===== config.mk =====
export PLATFORM = sky130hd
export DESIGN_NAME = rsf_status
export DESIGN_NICKNAME = d
export VERILOG_FILES = /design/src/include/rsf_pkg.sv /design/src/rtl/rsf_status.sv
export SDC_FILE = /design/constraint.sdc
export NUM_CORES = 1
export LEC_CHECK = 0
export ABC_CLOCK_PERIOD_IN_PS = 6900
export BUFFER_PORTS_ARGS = -buffer_cell sky130_fd_sc_hd__buf_2
export CORE_MARGIN = 4
export CORE_UTILIZATION = 60
export DETAILED_ROUTE_END_ITERATION = 8
export GPL_TIMING_DRIVEN = 0
export HOLD_SLACK_MARGIN = 0.08
export MAX_ROUTING_LAYER = met4
export PLACE_DENSITY = 0.82
export SLEW_MARGIN = 0
export SYNTH_ARGS = -nofsm -noshare
export SYNTH_HDL_FRONTEND = slang
export SYNTH_SLANG_ARGS = --single-unit

===== constraint.sdc =====
create_clock -name sys_clk -period 6.9 [get_ports sys_clk]
set_input_delay 1.725 -clock sys_clk [delete_from_list [all_inputs] [get_ports sys_clk]]
set_output_delay 1.725 -clock sys_clk [all_outputs]
set_load 0.05 [all_outputs]

===== src/include/rsf_pkg.sv =====
// package of constants for the radio status flag block
package rsf_pkg;

	// ************************************************************
	// clock and timing
	// ************************************************************
	localparam int unsigned CLK_HZ = 20_000_000;
	localparam int unsigned GROUP_PULSE_US = 4500;
	localparam int unsigned GROUP_PULSE_CYCLES = (GROUP_PULSE_US * (CLK_HZ / 1_000_000));
	localparam int unsigned SCAN_DWELL_NS = 1000;
	localparam int unsigned SCAN_DWELL_CYCLES = (SCAN_DWELL_NS * (CLK_HZ / 1_000_000) + 999) / 1000;
	localparam int PULSE_CNT_W = 17;
	localparam int DWELL_CNT_W = 8;

	// ************************************************************
	// register offsets
	// ************************************************************
	localparam logic [7:0] ADDR_RECEIVE_STATUS = 8'h1A;
	localparam logic [7:0] ADDR_DATA_SERVICE_STATUS = 8'h1B;
	localparam logic [7:0] ADDR_CONTROL = 8'h20;
	localparam logic [7:0] ADDR_SCAN_FIRST = 8'h21;
	localparam logic [7:0] ADDR_SCAN_LAST = 8'h22;
	localparam logic [7:0] ADDR_SCAN_CHANNEL = 8'h23;
	localparam logic [7:0] ADDR_EVENT_STATUS = 8'h24;
	localparam logic [7:0] ADDR_EVENT_MASK = 8'h25;

	// ************************************************************
	// field positions
	// ************************************************************
	localparam int CTRL_SCAN_START = 0;
	localparam int CTRL_GROUP_INT_EN = 1;
	localparam int CTRL_TX_MODE = 2;
	localparam int EV_SCAN_DONE = 0;
	localparam int EV_SCAN_FAIL = 1;
	localparam int EV_OVERFLOW = 2;
	localparam int EV_UNDERFLOW = 3;
	localparam int EV_SATURATION = 4;
	localparam int EV_GAIN_ERROR = 5;
	localparam int EV_GROUP_TOGGLE = 6;
	localparam int EV_SYNC_LOST = 7;
	localparam int EV_COUNT = 8;

	// ************************************************************
	// reset values and scan channel step
	// ************************************************************
	localparam logic [7:0] RST_BYTE = 8'h00;
	localparam logic [7:0] RST_SCAN_LAST = 8'hFF;
	localparam logic RST_BIT = 1'b0;
	localparam logic RST_PULSE_N = 1'b1;
	localparam logic [7:0] CHANNEL_STEP = 8'h01;

	// ************************************************************
	// scan sequencer states
	// ************************************************************
	typedef enum logic [1:0] {
		RSF_SCAN_IDLE = 2'b00,
		RSF_SCAN_LOAD = 2'b01,
		RSF_SCAN_RUN = 2'b10
	} rsf_scan_state_t;

endpackage


===== src/rtl/rsf_status.sv =====
// radio status flag register bank with scan sequencer and interrupts
//
// Operation
// - Receive status at 1Ah, read-only: 0, scan fail, overflow, underflow, saturation, settled, gain error, mono.
// - A channel scan that finds a valid channel stops with the index on that channel and clears scan fail.
// - A channel scan that finds no valid channel stops with the index at the end of the range and sets scan fail.
// - Bit 5 of the receive status is 1 while the audio serial path overflows and 0 otherwise.
// - Bit 4 of the receive status is 1 while the audio serial path underflows and 0 otherwise.
// - Bit 3 of the receive status is 1 while the input saturates and 0 otherwise.
// - Bit 2 of the receive status is 1 once receive gain control has settled and 0 before.
// - Data service status at 1Bh, read-only: toggle, extra block, third block type, sync, byte 0 to 3 errors.
// - In receive mode the group toggle inverts on each complete new group received.
// - In transmit mode the toggle inverts when user bytes are fetched, with a 4.5 ms low pulse if enabled.
//
// Chosen here: the plain strobed port.
`timescale 1ns/1ns
module rsf_status #(
	parameter int unsigned GROUP_PULSE_CYCLES = rsf_pkg::GROUP_PULSE_CYCLES
) (
	input wire logic sys_clk,
	input wire logic rst,
	input wire logic [7:0] reg_addr,
	input wire logic [7:0] reg_wdata,
	input wire logic reg_wr,
	input wire logic reg_rd,
	output logic [7:0] reg_rdata,
	output logic irq,
	output logic group_int_n,
	output logic [7:0] scan_channel,
	output logic scan_active,
	input wire logic channel_valid,
	input wire logic audio_serial_overflow,
	input wire logic audio_serial_underflow,
	input wire logic input_saturated,
	input wire logic gain_settled,
	input wire logic gain_error,
	input wire logic mono_indicator,
	input wire logic group_received,
	input wire logic group_fetched,
	input wire logic extra_block_detect,
	input wire logic third_block_type,
	input wire logic block_sync,
	input wire logic byte0_error_flag,
	input wire logic byte1_error_flag,
	input wire logic byte2_error_flag,
	input wire logic byte3_error_flag
);

	// ************************************************************
	// register decode
	// ************************************************************
	wire logic sel_receive_status = (reg_addr == rsf_pkg::ADDR_RECEIVE_STATUS);
	wire logic sel_data_status = (reg_addr == rsf_pkg::ADDR_DATA_SERVICE_STATUS);
	wire logic sel_control = (reg_addr == rsf_pkg::ADDR_CONTROL);
	wire logic sel_scan_first = (reg_addr == rsf_pkg::ADDR_SCAN_FIRST);
	wire logic sel_scan_last = (reg_addr == rsf_pkg::ADDR_SCAN_LAST);
	wire logic sel_scan_channel = (reg_addr == rsf_pkg::ADDR_SCAN_CHANNEL);
	wire logic sel_event_status = (reg_addr == rsf_pkg::ADDR_EVENT_STATUS);
	wire logic sel_event_mask = (reg_addr == rsf_pkg::ADDR_EVENT_MASK);

	wire logic wr_control = reg_wr && sel_control;
	wire logic wr_scan_first = reg_wr && sel_scan_first;
	wire logic wr_scan_last = reg_wr && sel_scan_last;
	wire logic wr_event_status = reg_wr && sel_event_status;
	wire logic wr_event_mask = reg_wr && sel_event_mask;

	// ************************************************************
	// software registers
	// ************************************************************
	logic group_int_en;
	logic tx_mode;
	logic [7:0] scan_first;
	logic [7:0] scan_last;
	logic [7:0] event_mask;
	logic scan_fail;
	logic group_toggle;

	always_ff @(posedge sys_clk or posedge rst) begin
		if (rst) begin
			group_int_en <= rsf_pkg::RST_BIT;
			tx_mode <= rsf_pkg::RST_BIT;
		end else if (wr_control) begin
			group_int_en <= reg_wdata[rsf_pkg::CTRL_GROUP_INT_EN];
			tx_mode <= reg_wdata[rsf_pkg::CTRL_TX_MODE];
		end
	end

	always_ff @(posedge sys_clk or posedge rst) begin
		if (rst) begin
			scan_first <= rsf_pkg::RST_BYTE;
		end else if (wr_scan_first) begin
			scan_first <= reg_wdata;
		end
	end

	always_ff @(posedge sys_clk or posedge rst) begin
		if (rst) begin
			scan_last <= rsf_pkg::RST_SCAN_LAST;
		end else if (wr_scan_last) begin
			scan_last <= reg_wdata;
		end
	end

	always_ff @(posedge sys_clk or posedge rst) begin
		if (rst) begin
			event_mask <= rsf_pkg::RST_BYTE;
		end else if (wr_event_mask) begin
			event_mask <= reg_wdata;
		end
	end

	// ************************************************************
	// scan dwell divider
	// ************************************************************
	localparam logic [rsf_pkg::DWELL_CNT_W-1:0] DWELL_LAST =
		rsf_pkg::DWELL_CNT_W'(rsf_pkg::SCAN_DWELL_CYCLES - 1);
	localparam logic [rsf_pkg::DWELL_CNT_W-1:0] DWELL_ZERO = '0;
	localparam logic [rsf_pkg::DWELL_CNT_W-1:0] DWELL_ONE = rsf_pkg::DWELL_CNT_W'(1);

	logic [rsf_pkg::DWELL_CNT_W-1:0] dwell_cnt;
	wire logic dwell_tick = (dwell_cnt == DWELL_LAST);
	wire logic [rsf_pkg::DWELL_CNT_W-1:0] next_dwell_cnt = dwell_tick ? DWELL_ZERO : (dwell_cnt + DWELL_ONE);

	rsf_pkg::rsf_scan_state_t scan_state;
	rsf_pkg::rsf_scan_state_t next_scan_state;

	always_ff @(posedge sys_clk or posedge rst) begin
		if (rst) begin
			dwell_cnt <= DWELL_ZERO;
		end else if (scan_state != rsf_pkg::RSF_SCAN_RUN) begin
			dwell_cnt <= DWELL_ZERO;
		end else begin
			dwell_cnt <= next_dwell_cnt;
		end
	end

	// ************************************************************
	// channel scan sequencer
	// ************************************************************
	wire logic scan_start = wr_control && reg_wdata[rsf_pkg::CTRL_SCAN_START];
	wire logic at_range_end = (scan_channel == scan_last);
	wire logic judge = (scan_state == rsf_pkg::RSF_SCAN_RUN) && dwell_tick;
	wire logic scan_found = judge && channel_valid;
	wire logic scan_missed = judge && !channel_valid && at_range_end;
	wire logic scan_done = scan_found || scan_missed;

	always_comb begin
		next_scan_state = scan_state;
		case (scan_state)
			rsf_pkg::RSF_SCAN_IDLE: begin
				if (scan_start) begin
					next_scan_state = rsf_pkg::RSF_SCAN_LOAD;
				end
			end
			rsf_pkg::RSF_SCAN_LOAD: begin
				next_scan_state = rsf_pkg::RSF_SCAN_RUN;
			end
			rsf_pkg::RSF_SCAN_RUN: begin
				if (scan_done) begin
					next_scan_state = rsf_pkg::RSF_SCAN_IDLE;
				end
			end
			default: begin
				next_scan_state = rsf_pkg::RSF_SCAN_IDLE;
			end
		endcase
	end

	always_ff @(posedge sys_clk or posedge rst) begin
		if (rst) begin
			scan_state <= rsf_pkg::RSF_SCAN_IDLE;
		end else begin
			scan_state <= next_scan_state;
		end
	end

	always_ff @(posedge sys_clk or posedge rst) begin
		if (rst) begin
			scan_active <= rsf_pkg::RST_BIT;
		end else begin
			scan_active <= (next_scan_state != rsf_pkg::RSF_SCAN_IDLE);
		end
	end

	// index holds on a hit or at the range end
	always_ff @(posedge sys_clk or posedge rst) begin
		if (rst) begin
			scan_channel <= rsf_pkg::RST_BYTE;
		end else if (scan_state == rsf_pkg::RSF_SCAN_LOAD) begin
			scan_channel <= scan_first;
		end else if (judge && !scan_done) begin
			scan_channel <= scan_channel + rsf_pkg::CHANNEL_STEP;
		end
	end

	always_ff @(posedge sys_clk or posedge rst) begin
		if (rst) begin
			scan_fail <= rsf_pkg::RST_BIT;
		end else if (scan_found) begin
			scan_fail <= 1'b0;
		end else if (scan_missed) begin
			scan_fail <= 1'b1;
		end
	end

	// ************************************************************
	// group update toggle and transmit pulse
	// ************************************************************
	wire logic rx_group_event = !tx_mode && group_received;
	wire logic tx_group_event = tx_mode && group_fetched;
	wire logic group_event = rx_group_event || tx_group_event;

	always_ff @(posedge sys_clk or posedge rst) begin
		if (rst) begin
			group_toggle <= rsf_pkg::RST_BIT;
		end else if (group_event) begin
			group_toggle <= !group_toggle;
		end
	end

	localparam logic [rsf_pkg::PULSE_CNT_W-1:0] PULSE_ZERO = '0;
	localparam logic [rsf_pkg::PULSE_CNT_W-1:0] PULSE_ONE = rsf_pkg::PULSE_CNT_W'(1);
	localparam logic [rsf_pkg::PULSE_CNT_W-1:0] PULSE_LEN = rsf_pkg::PULSE_CNT_W'(GROUP_PULSE_CYCLES);

	logic [rsf_pkg::PULSE_CNT_W-1:0] pulse_cnt;
	wire logic pulse_start = tx_group_event && group_int_en;
	wire logic pulse_running = (pulse_cnt != PULSE_ZERO);
	wire logic [rsf_pkg::PULSE_CNT_W-1:0] next_pulse_cnt =
		pulse_start ? PULSE_LEN : (pulse_running ? (pulse_cnt - PULSE_ONE) : PULSE_ZERO);

	always_ff @(posedge sys_clk or posedge rst) begin
		if (rst) begin
			pulse_cnt <= PULSE_ZERO;
		end else begin
			pulse_cnt <= next_pulse_cnt;
		end
	end

	always_ff @(posedge sys_clk or posedge rst) begin
		if (rst) begin
			group_int_n <= rsf_pkg::RST_PULSE_N;
		end else begin
			group_int_n <= (next_pulse_cnt == PULSE_ZERO);
		end
	end

	// ************************************************************
	// status register images
	// ************************************************************
	// live conditions except the registered scan_fail and group_toggle bits, nothing stored by writes
	wire logic [7:0] receive_status_image = {
		1'b0,
		scan_fail,
		audio_serial_overflow,
		audio_serial_underflow,
		input_saturated,
		gain_settled,
		gain_error,
		mono_indicator
	};

	wire logic [7:0] data_status_image = {
		group_toggle,
		extra_block_detect,
		third_block_type,
		block_sync,
		byte0_error_flag,
		byte1_error_flag,
		byte2_error_flag,
		byte3_error_flag
	};

	// ************************************************************
	// interrupt events
	// ************************************************************
	logic [rsf_pkg::EV_COUNT-1:0] event_status;
	logic [rsf_pkg::EV_COUNT-1:0] level_prev;
	wire logic [rsf_pkg::EV_COUNT-1:0] level_now;
	wire logic [rsf_pkg::EV_COUNT-1:0] event_hit;

	assign level_now[rsf_pkg::EV_SCAN_DONE] = 1'b0;
	assign level_now[rsf_pkg::EV_SCAN_FAIL] = 1'b0;
	assign level_now[rsf_pkg::EV_OVERFLOW] = audio_serial_overflow;
	assign level_now[rsf_pkg::EV_UNDERFLOW] = audio_serial_underflow;
	assign level_now[rsf_pkg::EV_SATURATION] = input_saturated;
	assign level_now[rsf_pkg::EV_GAIN_ERROR] = gain_error;
	assign level_now[rsf_pkg::EV_GROUP_TOGGLE] = 1'b0;
	assign level_now[rsf_pkg::EV_SYNC_LOST] = !block_sync;

	assign event_hit[rsf_pkg::EV_SCAN_DONE] = scan_done;
	assign event_hit[rsf_pkg::EV_SCAN_FAIL] = scan_missed;
	assign event_hit[rsf_pkg::EV_OVERFLOW] = level_now[rsf_pkg::EV_OVERFLOW] && !level_prev[rsf_pkg::EV_OVERFLOW];
	assign event_hit[rsf_pkg::EV_UNDERFLOW] = level_now[rsf_pkg::EV_UNDERFLOW] && !level_prev[rsf_pkg::EV_UNDERFLOW];
	assign event_hit[rsf_pkg::EV_SATURATION] =
		level_now[rsf_pkg::EV_SATURATION] && !level_prev[rsf_pkg::EV_SATURATION];
	assign event_hit[rsf_pkg::EV_GAIN_ERROR] =
		level_now[rsf_pkg::EV_GAIN_ERROR] && !level_prev[rsf_pkg::EV_GAIN_ERROR];
	assign event_hit[rsf_pkg::EV_GROUP_TOGGLE] = group_event;
	assign event_hit[rsf_pkg::EV_SYNC_LOST] = level_now[rsf_pkg::EV_SYNC_LOST] && !level_prev[rsf_pkg::EV_SYNC_LOST];

	// sync counts as lost out of reset, so no false sync-lost edge
	localparam logic [rsf_pkg::EV_COUNT-1:0] LEVEL_IDLE = rsf_pkg::EV_COUNT'(1) << rsf_pkg::EV_SYNC_LOST;

	always_ff @(posedge sys_clk or posedge rst) begin
		if (rst) begin
			level_prev <= LEVEL_IDLE;
		end else begin
			level_prev <= level_now;
		end
	end

	// sticky bits, set beats a write-one clear
	genvar gi;
	generate
		for (gi = 0; gi < rsf_pkg::EV_COUNT; gi = gi + 1) begin : g_event
			always_ff @(posedge sys_clk or posedge rst) begin
				if (rst) begin
					event_status[gi] <= rsf_pkg::RST_BIT;
				end else if (event_hit[gi]) begin
					event_status[gi] <= 1'b1;
				end else if (wr_event_status && reg_wdata[gi]) begin
					event_status[gi] <= 1'b0;
				end
			end
		end
	endgenerate

	wire logic [rsf_pkg::EV_COUNT-1:0] next_event_status =
		event_hit | (event_status & ~(wr_event_status ? reg_wdata : rsf_pkg::RST_BYTE));

	always_ff @(posedge sys_clk or posedge rst) begin
		if (rst) begin
			irq <= rsf_pkg::RST_BIT;
		end else begin
			irq <= |(next_event_status & event_mask);
		end
	end

	// ************************************************************
	// read path
	// ************************************************************
	wire logic [7:0] read_mux =
		sel_receive_status ? receive_status_image :
		sel_data_status ? data_status_image :
		sel_control ? {5'h00, tx_mode, group_int_en, 1'b0} :
		sel_scan_first ? scan_first :
		sel_scan_last ? scan_last :
		sel_scan_channel ? scan_channel :
		sel_event_status ? event_status :
		sel_event_mask ? event_mask :
		rsf_pkg::RST_BYTE;

	// data valid only in the cycle after the strobe
	always_ff @(posedge sys_clk or posedge rst) begin
		if (rst) begin
			reg_rdata <= rsf_pkg::RST_BYTE;
		end else if (reg_rd) begin
			reg_rdata <= read_mux;
		end else begin
			reg_rdata <= rsf_pkg::RST_BYTE;
		end
	end

endmodule // rsf_status

## Yosys cells after proc, flatten, opt, wreduce, memory -nomap -nowiden

Cells that the tools add are included.

- Register bits: 87
- Input port bits: 36
- Output and inout port bits: 19
- Logic and storage cells: 135

- Add/subtract/negate cells: 3
- Equality and inequality tests: 13
- Mux-type cells: 37
- Bitwise gates (word level): 4
- Reduce and logical (&&, ||, !) cells: 54

Operators by type and width:

| kind | count |
|---|---|
| $mux 8 | 14 |
| $eq 8x6->1 const B | 6 |
| $mux 17 | 2 |
| $logic_and 1x1->1 | 27 |
| $eq 8x5->1 const B | 3 |
| $reduce_bool 2->1 | 11 |
| $mux 1 | 18 |
| $logic_not 17->1 | 1 |
| $reduce_bool 17->1 | 1 |
| $sub 17x1->17 const B | 1 |
| $add 8x1->8 const B | 2 |
| $and 8x8->8 | 2 |
| $logic_not 1->1 | 10 |
| $eq 8x8->1 | 1 |
| $not 8->8 | 1 |
| $or 8x8->8 | 1 |
| $reduce_or 8->1 | 1 |
| $pmux 2 s3 | 1 |
| $mux 2 | 2 |
| $eq 2x1->1 const B | 1 |
| $eq 2x2->1 const B | 1 |
| $logic_not 2->1 | 1 |
| $logic_or 1x1->1 | 2 |
| $ne 2x2->1 const B | 1 |

## Logic depth before layout (Yosys ltp)

Gate-level depths: netlist (run 1).

- Word-level depth: 10
- Gate-level depth with buffers: 9

## Least setup slack after synthesis (run 1)

No wires, ideal clock.

- Path kind: input-to-reg
- From: input reg_addr[4]
- To: register group_int_en
- Library setup time: 0.128 ns
- Data arrival time: 3.345 ns
- Data required time: 6.772 ns
- Setup slack: 3.428 ns
- Cell stages on the path: 5
- Path through: or4b_4 buf_6 or4_4 nor2_2 mux2_1

- Cells in the longest elaborated chain, start to end: 2

Ends and longest elaborated chain:

| item | line | text |
|---|---|---|
| start, declared | rsf_status.sv:22 | `input wire logic [7:0] reg_addr,` |
| $eq 8x6->1 | rsf_status.sv:54 | `wire logic sel_control = (reg_addr == rsf_pkg::ADDR_CONTROL);` |
| $logic_and 1x1->1 | rsf_status.sv:61 | `wire logic wr_control = reg_wr && sel_control;` |
| end signal, assigned | rsf_status.sv:80 | `group_int_en <= rsf_pkg::RST_BIT;` |
| end signal, assigned | rsf_status.sv:83 | `group_int_en <= reg_wdata[rsf_pkg::CTRL_GROUP_INT_EN];` |
| end, declared | rsf_status.sv:70 | `logic group_int_en;` |

No other way between the ends.
A chain may end at the register's enable or synchronous reset.

## Final worst setup path (run 1)

- From: input reg_addr[4]
- To: register irq

- Cells in the longest elaborated chain, start to end: 8

Ends and longest elaborated chain:

| item | line | text |
|---|---|---|
| $eq 8x6->1 | rsf_status.sv:58 | `wire logic sel_event_status = (reg_addr == rsf_pkg::ADDR_EVENT_STATUS);` |
| $logic_and 1x1->1 | rsf_status.sv:64 | `wire logic wr_event_status = reg_wr && sel_event_status;` |
| $mux 8 | rsf_status.sv:329 | `event_hit \| (event_status & ~(wr_event_status ? reg_wdata : rsf_pkg::RST_BYTE));` |
| $not 8->8 | rsf_status.sv:329 |  |
| $and 8x8->8 | rsf_status.sv:329 |  |
| $or 8x8->8 | rsf_status.sv:329 |  |
| $and 8x8->8 | rsf_status.sv:335 | `irq <= \|(next_event_status & event_mask);` |
| $reduce_or 8->1 | rsf_status.sv:335 |  |
| end signal, assigned | rsf_status.sv:333 | `irq <= rsf_pkg::RST_BIT;` |
| end signal, assigned | rsf_status.sv:335 |  |
| end, declared | rsf_status.sv:27 | `output logic irq,` |

No other way between the ends.

==> flow_summary.json, run 1 <==
{
  "fin_setup_tns_ps": 0,
  "areaGrowthSynthToFinish_pct": 14.0,
  "grt_pass1_vias": 3844,
  "cts_buffers": 9,
  "clockBufferDepth": 2,
  "final-max-slew-violation-count": 0,
  "critical_path_class": "primary input to flip-flop",
  "antenna_found_initial": 0,
  "p_per_area_nw_per_um2": 252,
  "end_kind": "flip-flop",
  "coreArea_um2": 7370,
  "period_needed_ps": 3580,
  "cts_tree": "yes",
  "synth_area_per_cell_um2": 10.1,
  "synth-edff-count": 0,
  "relSlewSlack_pct": 56.8,
  "synth_cells": 456,
  "hold_path_end": "event_status[2]",
  "ys_async_sr_fraction_pct": 100,
  "synth.most_common_cell": "dfrtp_1",
  "wl_met1_um": 4980,
  "maxCapViolCount": 0,
  "nFillCells": 566,
  "syn-num-nets": 495,
  "grt_first_pass_wirelength_um": 19000,
  "firstDrtPassIters": 6,
  "top_layer_used": "met4",
  "ys_seq_area_share_pct": 47.5,
  "status": "finished clean",
  "grt_max_degree": 72,
  "drc": 0,
  "worstRegToRegCells": 9,
  "drt-initial-drc-count": 406,
  "postCtsHoldBufs": 0,
  "p_total_mw": 1.32,
  "hp-class": "flip-flop to flip-flop",
  "worst_slack_ps": 3320,
  "min-delay-start": "level_prev[2]",
  "ys.warnings.count": 0,
  "initial_core_util_pct": 62.5,
  "critPathMaxFanout": 10,
  "drive_above_1_share_pct": 19.8,
  "hold_depth": 1,
  "die_h_um": 95.6,
  "cpMaxStageDelayCell": "or4b_4",
  "reg2reg_to": "group_int_n",
  "startpoint_type": "primary input",
  "clkTransAtPathRegs_ps": 90,
  "finalClockSkew_ps": 11.8,
  "ys.flop_type": "dfrtp_1",
  "met3_length_um": 761,
  "crit_arrival_ps": 3800,
  "dpl_worst_slack_ps": 3020,
  "die_area_um2": 9140,
  "clock.fmax_ghz": 0.279,
  "grt_use_total_pct": 27.8,
  "gp_congestion": 0.974,
  "yosys.area.top_type": "dfrtp_1",
  "cts_resized": 0,
  "vdd_ir_drop_max_uv": 140,
  "netlist_top_cells_count": "dfrtp_1, nor2_1, nand2_1",
  "cts_root_buffer": "clkbuf_8",
  "synth.top_cells.by_area": "dfrtp_1, dfstp_2, mux2_1, xnor2_1, nor2_1",
  "tightestPinTransition_ps": 638,
  "synth_seq_cells": 87,
  "postCtsSetupBuffers": 0,
  "placed_area_um2": 5030,
  "vias_per_cell": 6.34,
  "wl_um": 11600,
  "clkSinkCount": 87,
  "clock_latency_ps": 360,
  "n_antenna_cell": 0,
  "io_pins": 55,
  "synthesis.area_um2": 4610,
  "hold_ws_ps": 438,
  "post_drt_wl_per_cell_um": 18.6,
  "nNetsFinal": 560,
  "chipWidth_um": 95.6,
  "htreeDepth": 3,
  "setup_viol": 0,
  "dr_total_vias": 3964,
  "r2r-start": "pulse_cnt[0]",
  "ys_types": 69,
  "power_leakage_nw": 2.27,
  "dr_wl_met2_um": 5620,
  "drtAntennaViolNets": 0,
  "overflow": 0,
  "finalInstanceArea_um2": 5250,
  "rsz0062_at_grt": "false",
  "rows": 31,
  "hpwl_um": 8590,
  "slowest_delay_ps": 560,
  "port_buffers": 53,
  "cp_cell_sequence": "buf_2 -> or4b_4 -> buf_6 -> nor4_4 -> nand2_1 -> a221oi_1 -> nand4_1",
  "regToRegSetupSlack_ps": 4390,
  "required_ps": 7120,
  "hold_viol": 0,
  "period_share_pct": 51.9,
  "synth_top_area_share_pct": 41.8
}
-- sequential cells by signal (all words and copies together) (netlist names) --
register and flops:
dwell_cnt 8, event_mask 8, event_status 8, group_int_en 1, group_int_n 1, group_toggle 1
irq 1, level_prev 5, pulse_cnt 17, reg_rdata 8, scan_active 1, scan_channel 8
scan_fail 1, scan_first 8, scan_last 8, scan_state 2, tx_mode 1
-- metrics by stage --
step / instances / util (%)
final: 625 / 71.3
after global routing: 625 / 71.3
after global placement: 608 / 67.8
after detailed placement: 609 / 68.2
after CTS: 625 / 71.3
after floorplan: 456 / -
-- layout make-up --
class / instances / area, um^2 / share of cell area, %
clock inverters: 7 / 101 / 1.93
well taps: 99 / 124 / 2.36
inverters: 16 / 62.6 / 1.19
multi-input cells: 336 / 2280 / 43.4
flip-flops and latches: 87 / 2190 / 41.7
clock buffers: 9 / 124 / 2.36
plain buffers: 17 / 76.3 / 1.45
repair buffers: 54 / 293 / 5.58
-- logic make-up (layout without fill, tap and decap cells) --
group / count (synthesis) / count (layout) / share of synthesized area [%]
flops: 87 / 87 / 47.5
fa+ha+maj: 3 / 3 / 0.815
simple gates: 166 / 166 / 20.2
compound gates: 115 / 115 / 17.3
buf+inv: 33 / 103 / 2.96
mux: 28 / 28 / 6.68
xor+xnor: 24 / 24 / 4.56
-- cells in the final DEF, fill, tap and decap left out, drive strengths merged, types with 4 or more instances in the layout --
master	netlist	layout
nor4	7	7
xor2	7	7
nand2	34	34
a21oi	13	13
a21o	8	8
inv	16	19
mux2i	6	6
buf	7	61
dfstp	10	10
mux2	22	22
nor3	14	14
nor2	38	38
o211a	6	6
o21ai	34	34
a222oi	5	5
nand3	19	19
a31oi	8	8
o41ai	4	4
and2	4	4
nor2b	6	6
nand4	5	5
o211ai	5	5
nand2b	7	7
xnor2	17	17
and3	6	6
clkbuf	10	19
or3	9	9
dfrtp	77	77
-- critical path, delay by kind of cell --
kind	cells	cell delay, ps
AND/OR/NAND/NOR	4	1400
AO/OA/AOI/OAI	1	400
buffers and inverters	2	270
-- worst max path at each step --
stage / startpoint / depth (start not counted) / slack [ps] / endpoint
2_1_floorplan: rst / 1 / 2940 / dwell_cnt[0]
3_3_place_gp: rst / 2 / 2070 / event_status[7]
3_5_place_dp: reg_addr[4] / 7 / 3020 / irq
4_1_cts: reg_addr[4] / 7 / 3390 / irq
5_1_grt: reg_addr[4] / 7 / 3320 / irq
6_report: reg_addr[4] / 7 / 3320 / irq
-- routing by layer --
metal	track usage (%)	vias to the layer above
li1	-	1811
met4	9.12	0
met1	38.1	1942
met2	43.0	181
met5	-	-
met3	3.95	30
-- power breakdown --
group / switching (mW) / internal, mW / total (mW)
clock network: 0.200 / 0.208 / 0.407
logic: 0.169 / 0.101 / 0.270
registers: 0.0735 / 0.573 / 0.646
No activity file was read; power rests on OpenSTA's default activity.
==> run 2: changes to the inputs <==
ABC_CLOCK_PERIOD_IN_PS = 2900   (was 6900)
CORE_UTILIZATION = 53   (was 60)
PLACE_DENSITY = 0.77   (was 0.82)
clock period = 2.9 ns   (was 6.9 ns; I/O delays follow)
==> flow_summary.json, run 2 (same netlist as run 1, synthesis figures left out) <==
{
  "status": "finished clean",
  "maxCapViolCount": 0,
  "finalClockSkew_ps": 10.3,
  "end_kind": "flip-flop",
  "drc": 0,
  "vdd_ir_drop_max_uv": 292,
  "cts_buffers": 9,
  "firstDrtPassIters": 5,
  "tightestPinTransition_ps": 810,
  "drtAntennaViolNets": 0,
  "clock.fmax_ghz": 0.378,
  "clkTransAtPathRegs_ps": 90,
  "die_area_um2": 10200,
  "drt-initial-drc-count": 409,
  "final_cell_mix": "dfrtp_1, buf_2, nor2_1, nand2_1, o21ai_1",
  "grt_max_degree": 44,
  "initial_core_util_pct": 55.2,
  "postCtsSetupBuffers": 0,
  "wl_um": 11800,
  "cts_resized": 0,
  "period_needed_ps": 2640,
  "crit_arrival_ps": 2850,
  "dr_total_vias": 4000,
  "post_drt_wl_per_cell_um": 18.7,
  "hold_ws_ps": 323,
  "hp-class": "primary input to async pin",
  "cts_root_buffer": "clkbuf_8",
  "grt_first_pass_wirelength_um": 19400,
  "rows": 33,
  "rsz0062_at_grt": "false",
  "worstRegToRegCells": 9,
  "fin_setup_tns_ps": 0,
  "p_total_mw": 3.29,
  "period_share_pct": 91.1,
  "p_per_area_nw_per_um2": 620,
  "grt_pass1_vias": 3944,
  "required_ps": 3100,
  "nNetsFinal": 561,
  "finalInstanceArea_um2": 5310,
  "startpoint_type": "primary input",
  "utilization_pct": 63.7,
  "antenna_found_initial": 0,
  "clock_latency_ps": 360,
  "clkSinkCount": 87,
  "chipWidth_um": 101,
  "die_h_um": 101,
  "critical_path_class": "primary input to flip-flop",
  "clockBufferDepth": 2,
  "largest_reg_flops": 17,
  "postCtsHoldBufs": 0,
  "placed_area_um2": 5050,
  "instances_no_fill": 632,
  "cts_tree": "yes",
  "dpl_worst_slack_ps": -80.6,
  "coreArea_um2": 8340,
  "numPlacedInstances": 616,
  "overflow": 0,
  "setup_viol": 0,
  "relSlewSlack_pct": 45.2,
  "regToRegSetupSlack_ps": 380,
  "power_leakage_nw": 2.30,
  "grt_use_total_pct": 24.9,
  "worst_slack_ps": 257,
  "htreeDepth": 3,
  "io_pins": 55,
  "top_register": "pulse_cnt",
  "port_buffers": 53,
  "areaGrowthSynthToFinish_pct": 15.3,
  "hold_viol": 0,
  "gp_congestion": 0.967,
  "drive_above_1_share_pct": 19.9,
  "hpwl_um": 8840,
  "n_antenna_cell": 0,
  "critPathMaxFanout": 10,
  "final-max-slew-violation-count": 0,
  "vias_per_cell": 6.33,
  "layout.cells.most_common": "dfrtp_1"
}
==> run 2: cell types whose count changed in the layout (fill, tap and decap cells not counted) <==
cell,before,now
inv_6,3,2
inv_4,1,0
bufinv_16,2,4
buf_12,0,2
clkinvlp_4,2,1
buf_16,1,0
clkinv_2,0,1
==> run 2: final cells by class <==
| class | instances | area (um^2) |
|---|---|---|
| Buffer | 17 | 76.3 |
| Clock buffer | 9 | 124 |
| Clock inverter | 7 | 143 |
| Fill cell | 691 | 3030 |
| Inverter | 16 | 63.8 |
| Multi-Input combinational cell | 336 | 2280 |
| Sequential cell | 87 | 2190 |
| Tap cell | 105 | 131 |
| Timing Repair Buffer | 55 | 305 |
==> run 2: critical path: stages <==
cell      delay (ps)
buf_2            110
or4b_4           570
buf_6            170
nor4_4           540
nand2_1          130
a221oi_1         410
nand4_1          180
==> run 2: path summary, 6_finish.rpt <==
check | from | endpoint
setup / recovery | reg_addr[4] | irq
max in group asynchronous | rst | group_int_n
setup reg to reg | pulse_cnt[0] | group_int_n
hold / removal | rst | event_mask[2]
min in group sys_clk | level_prev[5] | event_status[5]
hold reg to reg | level_prev[5] | event_status[5]
==> run 2: per-layer routing <==
metal	track usage (%)	part of all wire (%)	up-vias
met4	7.57	2.4	0
met3	5.03	7.2	32
li1	-	-	1819
met2	37.6	47	188
met5	-	0	-
met1	34.0	44	1961
==> run 2: report_power, final <==
part	internal [mW]	total, mW	switching, mW
sequential	1.36	1.53	0.171
combinational	0.241	0.635	0.394
clock	0.664	1.12	0.459
==> run 3: changes to the inputs <==
REMOVE_ABC_BUFFERS = 1   (was not set)
==> flow_summary.json, run 3 (same netlist as run 1, synthesis figures left out) <==
{
  "firstDrtPassIters": 6,
  "clockPowerShare_pct": 30.5,
  "drtAntennaViolNets": 0,
  "finalClockSkew_ps": 15.6,
  "required_ps": 3150,
  "io_pins": 55,
  "overflow": 0,
  "regToRegSetupSlack_ps": 510,
  "cts_tree": "yes",
  "hold_viol": 0,
  "cts_root_buffer": "clkbuf_8",
  "crit_arrival_ps": 2950,
  "dr_total_vias": 3806,
  "postCtsSetupBuffers": 0,
  "period_share_pct": 93.2,
  "p_sw_mw": 1.00,
  "htreeDepth": 3,
  "antenna_found_initial": 0,
  "instances_no_fill": 615,
  "pwr-share-comb_pct": 19.6,
  "regArea_um2": 2190,
  "wl_um": 11400,
  "reg2reg_to": "scan_channel[7]",
  "port_buffers": 54,
  "rsz0062_at_grt": "false",
  "layout.cells.most_common": "dfrtp_1",
  "startpoint_type": "primary input",
  "clock.fmax_ghz": 0.370,
  "final-max-slew-violation-count": 0,
  "largest_reg_flops": 17,
  "r2r-start": "dwell_cnt[0]",
  "sequentialPowerShare_pct": 49.8,
  "setup_viol": 0,
  "n_antenna_cell": 0,
  "power_leakage_nw": 2.24,
  "final_cell_mix": "dfrtp_1, buf_2, nor2_1, nand2_1, o21ai_1",
  "grt_use_total_pct": 24.5,
  "gp_congestion": 0.902,
  "vias_per_cell": 6.19,
  "post_drt_wl_per_cell_um": 18.5,
  "nNetsFinal": 544,
  "end_kind": "flip-flop",
  "p_per_area_nw_per_um2": 599,
  "critical_path_class": "primary input to flip-flop",
  "areaGrowthSynthToFinish_pct": 12.7,
  "clkSinkCount": 87,
  "crit_end": "scan_first[7]",
  "multi_input_area_um2": 2290,
  "grt_pass1_vias": 3845,
  "grt_max_degree": 50,
  "vdd_ir_drop_max_uv": 309,
  "top_register": "pulse_cnt",
  "period_needed_ps": 2700,
  "clock_latency_ps": 370,
  "startpoint": "reg_addr[4]",
  "coreArea_um2": 8340,
  "worstRegToRegCells": 6,
  "cts_buffers": 9,
  "tightestPinTransition_ps": 973,
  "hpwl_um": 8290,
  "hp-class": "primary input to async pin",
  "numPlacedInstances": 599,
  "critPathMaxFanout": 11,
  "p_sw_share_pct": 32.3,
  "clkTransAtPathRegs_ps": 80,
  "finalInstanceArea_um2": 5190,
  "p_total_mw": 3.11,
  "clockBufferDepth": 2,
  "initial_core_util_pct": 55.2,
  "p_int_mw": 2.11,
  "chipWidth_um": 101,
  "status": "finished clean",
  "postCtsHoldBufs": 0,
  "die_area_um2": 10200,
  "grt_first_pass_wirelength_um": 19000,
  "maxCapViolCount": 0,
  "drive_above_1_share_pct": 19.6,
  "nFillCells": 697,
  "die_h_um": 101,
  "relSlewSlack_pct": 34.9,
  "drt-initial-drc-count": 323,
  "drc": 0,
  "placed_area_um2": 4960,
  "rows": 33
}
## run 3: critical path, cell delays in order
cell and delay (ps):
buf_2 100, or4b_4 650, nor3_2 620, nand3_2 430, mux2_1 420
## run 3: final cells by class
class,instances,share of cell area (%)
Clock buffer,11,2.72
Clock inverter,5,1.57
Inverter,16,1.21
Multi-Input combinational cell,336,44.0
Sequential cell,87,42.2
Tap cell,105,2.53
Timing Repair Buffer,55,5.74
## run 3: stage by stage
| step | hold WS [ps] | utilization [%] | setup WS [ps] | setup TNS, ps |
|---|---|---|---|---|
| finish | 389 | 62.2 | 198 | 0 |
| global route | 438 | 62.2 | 118 | 0 |
| CTS | 405 | 62.2 | 63.7 | 0 |
| detailed placement | 443 | 59.5 | -320 | -2180 |
| global placement | 428 | 59.1 | -1020 | -81550 |
| floorplan | 410 | - | -58.7 | -4520 |
## run 3: metal layers
metal	wire length [um]	global-route usage, %	vias to the layer above
li1	-	-	1788
met1	4890	31.2	1849
met2	5480	38.3	140
met3	636	4.75	29
met4	365	10.1	0
met5	0	-	-
## run 3: how the worst min path moves through the flow
stage,cells past startpoint,startpoint,to,slack [ps]
global route,2,rst,reg_rdata[6],440
global placement,1,level_prev[2],event_status[2],430
floorplan,1,level_prev[2],event_status[2],410
finish,2,rst,reg_rdata[6],390
detailed placement,1,level_prev[2],event_status[2],440
CTS,2,rst,scan_first[0],400
## run 3: power by group through the flow
stage                     Combinational, mW  Sequential (mW)  Clock (mW)
final                                 0.611             1.55       0.949
after global routing                  0.675             1.58        1.02
after detailed placement              0.611             1.57           0
after CTS                             0.615             1.55       0.963
after global placement                0.587             1.56           0
after floorplan                       0.344             1.62           0
## run 3: what timing repair did
item | 4_1_cts | 5_1_grt
hold endpoints to repair | 0 | 0
gates resized for setup | 0 | 1
setup endpoints to repair | 0 | 6
